<file path="src/shared/uefc_pkg.sv">
// Shared constants, types and helpers for the external power fault controller
package uefc_pkg;

   // ==========================================================
   // Bus geometry
   localparam int unsigned ADDR_W = 12;
   localparam int unsigned DATA_W = 32;
   localparam int unsigned BE_W   = 4;

   // ==========================================================
   // Register byte addresses
   localparam logic [ADDR_W-1:0] OFS_EXT_POWER_CONTROL = 12'h400;
   localparam logic [ADDR_W-1:0] OFS_FAULT_RAW_STATUS  = 12'h404;
   localparam logic [ADDR_W-1:0] OFS_FAULT_IRQ_MASK    = 12'h408;
   localparam logic [ADDR_W-1:0] OFS_FAULT_IRQ_CLEAR   = 12'h40c;

   // ==========================================================
   // Control register field positions, and the fault bit of the status, mask and clear registers
   localparam int unsigned LEVEL_LSB         = 0;
   localparam int unsigned DRIVE_EN_BIT      = 2;
   localparam int unsigned FAULT_IN_EN_BIT   = 4;
   localparam int unsigned FAULT_SENSE_BIT   = 5;
   localparam int unsigned FAULT_ACT_EN_BIT  = 6;
   localparam int unsigned FAULT_ACT_SEL_LSB = 8;
   localparam int unsigned POWER_FAULT_BIT   = 0;

   // ==========================================================
   // Field encodings
   localparam logic [1:0] ACT_UNCHANGED   = 2'h0;
   localparam logic [1:0] ACT_TRISTATE    = 2'h1;
   localparam logic [1:0] ACT_DRIVE_LOW   = 2'h2;
   localparam logic [1:0] ACT_DRIVE_HIGH  = 2'h3;
   localparam logic [1:0] LVL_ACTIVE_LOW  = 2'h0;
   localparam logic [1:0] LVL_ACTIVE_HIGH = 2'h1;

   // ==========================================================
   // Reset values
   localparam logic [DATA_W-1:0] CTRL_RESET  = 32'h0000_0000;
   localparam logic              FLAG_RESET  = 1'b0;
   localparam logic [DATA_W-1:0] UNMAPPED_RD = 32'h0000_0000;

   // ==========================================================
   // Types
   typedef struct packed {
      logic [ADDR_W-1:0] address;
      logic              read;
      logic              write;
      logic [DATA_W-1:0] writedata;
      logic [BE_W-1:0]   byteenable;
   } uefc_avl_req_t;

   typedef struct packed {
      logic [1:0] fault_action_select;
      logic       fault_action_enable;
      logic       fault_sense_polarity;
      logic       fault_input_enable;
      logic       supply_enable_drive_enable;
      logic [1:0] supply_enable_level;
   } uefc_ctrl_t;

   // ==========================================================
   // Byte-lane merge of write data into an old word
   function automatic logic [DATA_W-1:0] be_merge(input logic [DATA_W-1:0] old_w,
                                                 input logic [DATA_W-1:0] new_w,
                                                 input logic [BE_W-1:0]   be);
      logic [DATA_W-1:0] res;
      res = old_w;
      for (int i = 0; i < BE_W; i++) begin
         if (be[i]) begin
            res[i*8 +: 8] = new_w[i*8 +: 8];
         end
      end
      return res;
   endfunction : be_merge

endpackage : uefc_pkg

</file>
<file path="src/hdl/uefc_avl_slave.sv">
// Avalon-MM slave handshake: one wait cycle, registered read data
`timescale 1ns/1ns
module uefc_avl_slave (
   input  wire logic                          clk_in,
   input  wire logic                          sys_rst_in,
   input  wire uefc_pkg::uefc_avl_req_t       req_in,
   input  wire logic [uefc_pkg::DATA_W-1:0]   rdata_in,
   output logic                               waitrequest_out,
   output logic [uefc_pkg::DATA_W-1:0]        readdata_out,
   output logic                               wr_commit_out
);

   typedef enum logic {SL_IDLE, SL_ANSWER} uefc_sl_state_t;

   uefc_sl_state_t state_r;
   logic           active;

   assign active = req_in.read | req_in.write;

   // Write lands only at the edge where the master sees waitrequest low
   assign wr_commit_out = req_in.write & (state_r == SL_ANSWER);

   // ==========================================================
   // Handshake sequencer
   always_ff @(posedge clk_in) begin
      if (sys_rst_in) begin
         state_r         <= SL_IDLE;
         waitrequest_out <= 1'b1;
      end else begin
         case (state_r)
            SL_IDLE: begin
               if (active) begin
                  state_r         <= SL_ANSWER;
                  waitrequest_out <= 1'b0;
               end
            end
            SL_ANSWER: begin
               // Back to waiting so each request sees a fresh wait cycle
               state_r         <= SL_IDLE;
               waitrequest_out <= 1'b1;
            end
            default: begin
               state_r         <= SL_IDLE;
               waitrequest_out <= 1'b1;
            end
         endcase
      end
   end

   // Read data captured as waitrequest drops, stable at the sampling edge
   always_ff @(posedge clk_in) begin
      if (sys_rst_in) begin
         readdata_out <= uefc_pkg::UNMAPPED_RD;
      end else if (state_r == SL_IDLE && req_in.read) begin
         readdata_out <= rdata_in;
      end
   end

endmodule : uefc_avl_slave

</file>
<file path="src/hdl/uefc_fault_sense.sv">
// Fault input synchroniser and polarity / enable qualification
`timescale 1ns/1ns
module uefc_fault_sense (
   input  wire logic clk_in,
   input  wire logic sys_rst_in,
   input  wire logic ext_power_fault_in,
   input  wire logic fault_input_enable_in,
   input  wire logic fault_sense_polarity_in,
   output logic      fault_now_out
);

   logic meta_r;
   logic sync_r;

   // ==========================================================
   // Two-stage synchroniser; first stage read only by the second
   always_ff @(posedge clk_in) begin
      if (sys_rst_in) begin
         meta_r <= 1'b0;
         sync_r <= 1'b0;
      end else begin
         meta_r <= ext_power_fault_in;
         sync_r <= meta_r;
      end
   end

   // Fault only when enabled and level matches selected sense
   assign fault_now_out = fault_input_enable_in
                          & (sync_r == fault_sense_polarity_in);

endmodule : uefc_fault_sense

</file>
<file path="src/hdl/uefc_top.sv">
// External USB power enable / power fault controller with Avalon-MM registers
`timescale 1ns/1ns
module uefc_top (
   input  wire logic                          clk_in,
   input  wire logic                          sys_rst_in,
   // Avalon-MM slave
   input  wire logic [uefc_pkg::ADDR_W-1:0]   avs_address_in,
   input  wire logic                          avs_read_in,
   input  wire logic                          avs_write_in,
   input  wire logic [uefc_pkg::DATA_W-1:0]   avs_writedata_in,
   input  wire logic [uefc_pkg::BE_W-1:0]     avs_byteenable_in,
   output logic [uefc_pkg::DATA_W-1:0]        avs_readdata_out,
   output logic                               avs_waitrequest_out,
   // External power interface
   input  wire logic                          ext_power_fault_in,
   output logic                               ext_power_enable_out,
   output logic                               ext_power_enable_oe_out,
   // Interrupt
   output logic                               irq_out
);

   // ==========================================================
   // Declarations
   uefc_pkg::uefc_avl_req_t         req;
   uefc_pkg::uefc_ctrl_t            ctrl_r;
   logic [uefc_pkg::DATA_W-1:0]     ctrl_word;
   logic [uefc_pkg::DATA_W-1:0]     ctrl_word_nxt;
   logic [uefc_pkg::DATA_W-1:0]     mask_word_nxt;
   logic [uefc_pkg::DATA_W-1:0]     rdata;
   logic                            wr_commit;
   logic                            fault_now;
   logic                            fault_flag_r;
   logic                            fault_mask_r;
   logic                            clear_hit;
   logic                            forced;
   logic                            pin_val_nxt;
   logic                            pin_oe_nxt;

   // ==========================================================
   // Write decode shared by every writable or clearable word
   function automatic logic reg_hit(input logic                        commit,
                                    input logic [uefc_pkg::ADDR_W-1:0] addr,
                                    input logic [uefc_pkg::ADDR_W-1:0] ofs);
      return commit && (addr == ofs);
   endfunction : reg_hit

   // Bus request bundled for the handshake module
   assign req.address    = avs_address_in;
   assign req.read       = avs_read_in;
   assign req.write      = avs_write_in;
   assign req.writedata  = avs_writedata_in;
   assign req.byteenable = avs_byteenable_in;

   // ==========================================================
   // Bus handshake
   uefc_avl_slave u_slave (
      .clk_in          (clk_in),
      .sys_rst_in      (sys_rst_in),
      .req_in          (req),
      .rdata_in        (rdata),
      .waitrequest_out (avs_waitrequest_out),
      .readdata_out    (avs_readdata_out),
      .wr_commit_out   (wr_commit)
   );

   // ==========================================================
   // Fault input path
   uefc_fault_sense u_sense (
      .clk_in                  (clk_in),
      .sys_rst_in              (sys_rst_in),
      .ext_power_fault_in      (ext_power_fault_in),
      .fault_input_enable_in   (ctrl_r.fault_input_enable),
      .fault_sense_polarity_in (ctrl_r.fault_sense_polarity),
      .fault_now_out           (fault_now)
   );

   // ==========================================================
   // Control word view; reserved bits including bit 3 read as zero
   always_comb begin
      ctrl_word = '0;
      ctrl_word[uefc_pkg::LEVEL_LSB +: 2]         = ctrl_r.supply_enable_level;
      ctrl_word[uefc_pkg::DRIVE_EN_BIT]           = ctrl_r.supply_enable_drive_enable;
      ctrl_word[uefc_pkg::FAULT_IN_EN_BIT]        = ctrl_r.fault_input_enable;
      ctrl_word[uefc_pkg::FAULT_SENSE_BIT]        = ctrl_r.fault_sense_polarity;
      ctrl_word[uefc_pkg::FAULT_ACT_EN_BIT]       = ctrl_r.fault_action_enable;
      ctrl_word[uefc_pkg::FAULT_ACT_SEL_LSB +: 2] = ctrl_r.fault_action_select;
   end

   // Byte-lane merges for the two writable words
   assign ctrl_word_nxt = uefc_pkg::be_merge(ctrl_word, req.writedata, req.byteenable);
   assign mask_word_nxt = uefc_pkg::be_merge({{(uefc_pkg::DATA_W-1){1'b0}}, fault_mask_r},
                                             req.writedata, req.byteenable);

   // ==========================================================
   // Control register; reserved bit 3 has no storage, so writes to it are dropped
   always_ff @(posedge clk_in) begin
      if (sys_rst_in) begin
         ctrl_r <= uefc_pkg::uefc_ctrl_t'(uefc_pkg::CTRL_RESET[$bits(uefc_pkg::uefc_ctrl_t)-1:0]);
      end else if (reg_hit(wr_commit, req.address, uefc_pkg::OFS_EXT_POWER_CONTROL)) begin
         ctrl_r.supply_enable_level        <= ctrl_word_nxt[uefc_pkg::LEVEL_LSB +: 2];
         ctrl_r.supply_enable_drive_enable <= ctrl_word_nxt[uefc_pkg::DRIVE_EN_BIT];
         ctrl_r.fault_input_enable         <= ctrl_word_nxt[uefc_pkg::FAULT_IN_EN_BIT];
         ctrl_r.fault_sense_polarity       <= ctrl_word_nxt[uefc_pkg::FAULT_SENSE_BIT];
         ctrl_r.fault_action_enable        <= ctrl_word_nxt[uefc_pkg::FAULT_ACT_EN_BIT];
         ctrl_r.fault_action_select        <= ctrl_word_nxt[uefc_pkg::FAULT_ACT_SEL_LSB +: 2];
      end
   end

   // ==========================================================
   // Interrupt mask register
   always_ff @(posedge clk_in) begin
      if (sys_rst_in) begin
         fault_mask_r <= uefc_pkg::FLAG_RESET;
      end else if (reg_hit(wr_commit, req.address, uefc_pkg::OFS_FAULT_IRQ_MASK)) begin
         fault_mask_r <= mask_word_nxt[uefc_pkg::POWER_FAULT_BIT];
      end
   end

   // Write-one-to-clear on the low byte lane of the clear register
   assign clear_hit = reg_hit(wr_commit, req.address, uefc_pkg::OFS_FAULT_IRQ_CLEAR)
                      && req.byteenable[0]
                      && req.writedata[uefc_pkg::POWER_FAULT_BIT];

   // ==========================================================
   // Sticky fault flag; a fault in the clear cycle wins so none is lost
   always_ff @(posedge clk_in) begin
      if (sys_rst_in) begin
         fault_flag_r <= uefc_pkg::FLAG_RESET;
      end else if (fault_now) begin
         fault_flag_r <= 1'b1;
      end else if (clear_hit) begin
         fault_flag_r <= 1'b0;
      end
   end

   // Level interrupt, registered so the pin comes from a flop
   always_ff @(posedge clk_in) begin
      if (sys_rst_in) begin
         irq_out <= 1'b0;
      end else begin
         irq_out <= fault_flag_r & fault_mask_r;
      end
   end

   // ==========================================================
   // Enable pin next state
   // Forced state holds while the sticky flag stands, so a bouncing
   // fault input cannot re-enable the supply before software has looked.
   assign forced = ctrl_r.fault_action_enable && fault_flag_r
                   && ctrl_r.fault_action_select != uefc_pkg::ACT_UNCHANGED;

   always_comb begin
      pin_val_nxt = 1'b0;
      pin_oe_nxt  = 1'b0;
      if (forced) begin
         case (ctrl_r.fault_action_select)
            uefc_pkg::ACT_TRISTATE: begin
               pin_oe_nxt = 1'b0;
            end
            uefc_pkg::ACT_DRIVE_LOW: begin
               pin_oe_nxt  = 1'b1;
               pin_val_nxt = 1'b0;
            end
            uefc_pkg::ACT_DRIVE_HIGH: begin
               pin_oe_nxt  = 1'b1;
               pin_val_nxt = 1'b1;
            end
            default: begin
               pin_oe_nxt = 1'b0;
            end
         endcase
      end else if (ctrl_r.supply_enable_drive_enable) begin
         pin_oe_nxt  = 1'b1;
         // Reserved level codes fall back to low, the safer default
         pin_val_nxt = (ctrl_r.supply_enable_level == uefc_pkg::LVL_ACTIVE_HIGH);
      end else begin
         pin_oe_nxt  = 1'b0;
         pin_val_nxt = 1'b0;
      end
   end

   // Pin registers; undriven from reset since supply polarity is unknown
   always_ff @(posedge clk_in) begin
      if (sys_rst_in) begin
         ext_power_enable_out    <= 1'b0;
         ext_power_enable_oe_out <= 1'b0;
      end else begin
         ext_power_enable_out    <= pin_val_nxt;
         ext_power_enable_oe_out <= pin_oe_nxt;
      end
   end

   // ==========================================================
   // Read decode; unmapped addresses read zero
   always_comb begin
      rdata = uefc_pkg::UNMAPPED_RD;
      case (req.address)
         uefc_pkg::OFS_EXT_POWER_CONTROL: begin
            rdata = ctrl_word;
         end
         uefc_pkg::OFS_FAULT_RAW_STATUS: begin
            rdata[uefc_pkg::POWER_FAULT_BIT] = fault_flag_r;
         end
         uefc_pkg::OFS_FAULT_IRQ_MASK: begin
            rdata[uefc_pkg::POWER_FAULT_BIT] = fault_mask_r;
         end
         uefc_pkg::OFS_FAULT_IRQ_CLEAR: begin
            rdata[uefc_pkg::POWER_FAULT_BIT] = fault_flag_r & fault_mask_r;
         end
         default: begin
            rdata = uefc_pkg::UNMAPPED_RD;
         end
      endcase
   end

endmodule : uefc_top

</file>
<file path="config.mk">
export PLATFORM = sky130hd
export DESIGN_NAME = uefc_top
export DESIGN_NICKNAME = d
export VERILOG_FILES = /design/src/shared/uefc_pkg.sv /design/src/hdl/uefc_avl_slave.sv /design/src/hdl/uefc_fault_sense.sv /design/src/hdl/uefc_top.sv
export SDC_FILE = /design/constraint.sdc
export NUM_CORES = 1
export LEC_CHECK = 0
export BUFFER_PORTS_ARGS = -buffer_cell sky130_fd_sc_hd__buf_2
export CORE_MARGIN = 3
export CORE_UTILIZATION = 43
export DETAILED_ROUTE_END_ITERATION = 16
export PLACE_DENSITY = 0.83
export SETUP_SLACK_MARGIN = 0.02
export SLEW_MARGIN = 10
export SYNTH_ARGS = -nofsm -noshare
export SYNTH_HDL_FRONTEND = slang
export SYNTH_SLANG_ARGS = --single-unit
</file>
<file path="constraint.sdc">
create_clock -name clk_in -period 2.71 [get_ports clk_in]
set_input_delay 0.542 -clock clk_in [delete_from_list [all_inputs] [get_ports clk_in]]
set_output_delay 0.542 -clock clk_in [all_outputs]
set_load 0.02 [all_outputs]
</file>
==> impl_metrics.yaml <==
place:
  gp_congestion: 0.736
  post-place-ws_ns: 0.440
  portBuffers: 38
  place_hpwl_um: 1750
timing:
  max_freq_mhz: 517
  clock_skew_ns: 0.00794
  fin_ws_ns: 0.775
  drv_slew: 0
  final-hold-violation-count: 0
  fin_tns_setup_ns: 0
  finalSetupViolations: 0
  slew_headroom_pct: 53.7
  period_share_pct: 71.4
  period_minus_slack_ns: 1.94
  rsz0062_at_grt: "false"
  worstMarginPinSlew_ns: 0.694
route:
  viasPerCell: 4.86
  drtIter0Drc: 16
  dr.pass1.iters: 4
  routed_wl_um: 2220
  vias: 953
  drtAntennaViolNets: 0
  drc: 0
  wl_per_cell_um: 11.3
floorplan:
  initial_core_util_pct: 45.4
  core_area_um2: 2780
  num_rows: 19
  die_w_um: 60.2
  die-area_um2: 3620
  io-pin-count: 89
  die_h_um: 60.2
outcome:
  status: "complete, no violations"
hold_path:
  hp-class: "in -> reg"
  hold_depth: 2
  min_to: "u_sense.meta_r"
  hold_start: "ext_power_fault_in"
synth:
  synth_ff_type: "dfxtp_1"
  synth-simple-area-share_pct: 25.4
  yosysTopAreaCell: "dfxtp_1"
  synth_async_sr_flop_share_pct: 0
  ys_top_cells_by_count: "25 x dfxtp_1, 24 x buf_4, 17 x nand2b_1"
  synth_most_common_cell: "dfxtp_1"
  synth_top_family_by_area: "simple AND/OR/NAND/NOR gates"
  yosys.cell_types.count: 32
  avgSynthCellArea_um2: 9.86
  synth.mux.area_fraction_pct: 7.14
  syn-instance-count: 128
  synth-edff-count: 0
  synth_compound_area_share_pct: 9.81
  yosys.area_share.adder_pct: 0
  syn_area_um2: 1260
  synth_xor_area_share_pct: 0.694
  ys_seq_elements: 25
  synth_area_leaders: "dfxtp_1 40%, buf_4 14%, nand2b_1 8.4%"
  synth_top_area_share_pct: 39.6
  ys_warn_count: 0
  ys_seq_area_share_pct: 39.6
clocking:
  cts_max_level: 1
  postCtsSetupBuffers: 0
  clock_latency_ns: 0.30
  clkTransAtPathRegs_ns: 0.12
  cts_buffers: 3
  cts_tree: "yes"
  cts.path.max_buffers: 2
  numClockSinks: 25
  holdBufCountCts: 0
  clock_tree.root_cell: "clkbuf_4"
  cts_resized: 0
setup_path:
  critPathCaptureType: "flop"
  cp-start-kind: "input port"
  worstPathRequired_ns: 2.94
  cp_top_family: "simple AND/OR/NAND/NOR gates"
  critPathKind: "in -> reg"
  critPathMaxFanout: 6
  cp_num_buf_inv: 1
  max_stage_delay_ns: 0.69
  critical_path.cell_chain: "buf_2, or4b_1, nor4_4, mux2i_1"
  r2r_slack_ns: 1.07
  r2r-end: "u_slave.readdata_out[5]"
  arrival_ns: 2.17
  slowest_stage: "or4b_1"
  reg2reg_from: "u_slave.state_r"
  worstRegToRegCells: 3
cells_and_area:
  antenna_cells: 0
  fin_nets: 219
  layout-drive-gt1-share_pct: 29.7
  syn2layout_area_growth_pct: 10.9
global_route:
  grt-ovfl-total: 0
  grt_use_total_pct: 12.8
  grt_pass1_wl_um: 3570
  grt_pass1_vias: 834
  grt_max_degree: 27
  antenna_found_initial: 0
pwr:
  p_leak_nw: 0.605
  ir_drop_uv: 294
  power_density_nw_per_um2: 438
flow_run:
  cap_violations: 0
==> flip-flops by register name (all words and copies together) (netlist names) <==
signal                   flops
u_sense.meta_r               1
ctrl_r                       8
ext_power_enable_oe_out      1
ext_power_enable_out         1
u_slave.state_r              1
irq_out                      1
u_slave.readdata_out         8
u_slave.waitrequest_out      1
fault_mask_r                 1
u_sense.sync_r               1
fault_flag_r                 1
==> cell usage in the layout (no fill, tap or decap), drive strengths merged, types with 2 or more instances in the layout <==
cell | Yosys | final
a21oi | 4 | 4
a22o | 8 | 8
buf | 26 | 38
clkbuf | 2 | 4
conb | 1 | 24
dfxtp | 25 | 25
inv | 3 | 3
mux2i | 9 | 9
nand2b | 17 | 17
nand3 | 3 | 3
nor2 | 5 | 5
nor2b | 2 | 2
nor3 | 3 | 3
nor4 | 5 | 5
or4 | 2 | 2
or4b | 2 | 2
==> cell type report <==
cell class,instances,area (µm²)
Fill cell,267,1380
Multi-Input combinational cell,95,633
Sequential cell,25,500
Timing Repair Buffer,38,190
Tap cell,31,38.8
Clock buffer,4,26.3
Inverter,3,11.3
==> power breakdown <==
part           total (mW)  internal (mW)  switching, mW  leakage (nW)
clock               0.154         0.0572         0.0970        0.0150
sequential          0.374          0.372        0.00263         0.202
combinational      0.0840         0.0271         0.0568         0.388
==> per-stage QoR <==
step                hold WS [ns]  util (%)  instances  total power [mW]  area [µm²]
floorplan                  0.414         -        151             0.466        1350
global placement           0.418      49.4        192             0.465        1370
detailed placement         0.426      49.4        192             0.466        1370
CTS                        0.448      50.3        196             0.618        1400
global route               0.438      50.3        196             0.651        1400
finish                     0.453      50.3        196             0.613        1400
==> worst register-to-register path, delay by kind of cell, from the launching register on <==
| kind | cells | cell delay, ns |
|---|---|---|
| simple gates | 2 | 1.00 |
| flops | 1 | 0.37 |
| compound gates | 1 | 0.21 |
==> worst max-delay path by stage <==
stage                            from         to  cells after the start
finish              avs_address_in[9]  ctrl_r[4]                      4
global route        avs_address_in[9]  ctrl_r[5]                      4
global placement    avs_address_in[9]  ctrl_r[4]                      4
CTS                 avs_address_in[9]  ctrl_r[2]                      4
detailed placement  avs_address_in[9]  ctrl_r[2]                      4
floorplan           avs_address_in[9]  ctrl_r[0]                      4
==> metal layers <==
layer / global-route usage (%) / vias to the layer above / part of all wire (%)
met1: 15.2 / 440 / 40
met3: 3.02 / 2 / 6.8
li1: - / 478 / -
met2: 21.8 / 33 / 52
met4: 5.38 / 0 / 0.68
met5: 0 / - / 0
==> cells by family (layout without fill, tap and decap cells) <==
group / count (synthesis) / after routing
and+or+nand+nor: 45 / 45
buffers and inverters: 31 / 45
DFF: 25 / 25
AOI/OAI and AO/OA: 16 / 16
muxes: 9 / 9
other: 1 / 24
xor gates and xnor gates: 1 / 1
Note: power is estimated with default switching activity, not from simulation.
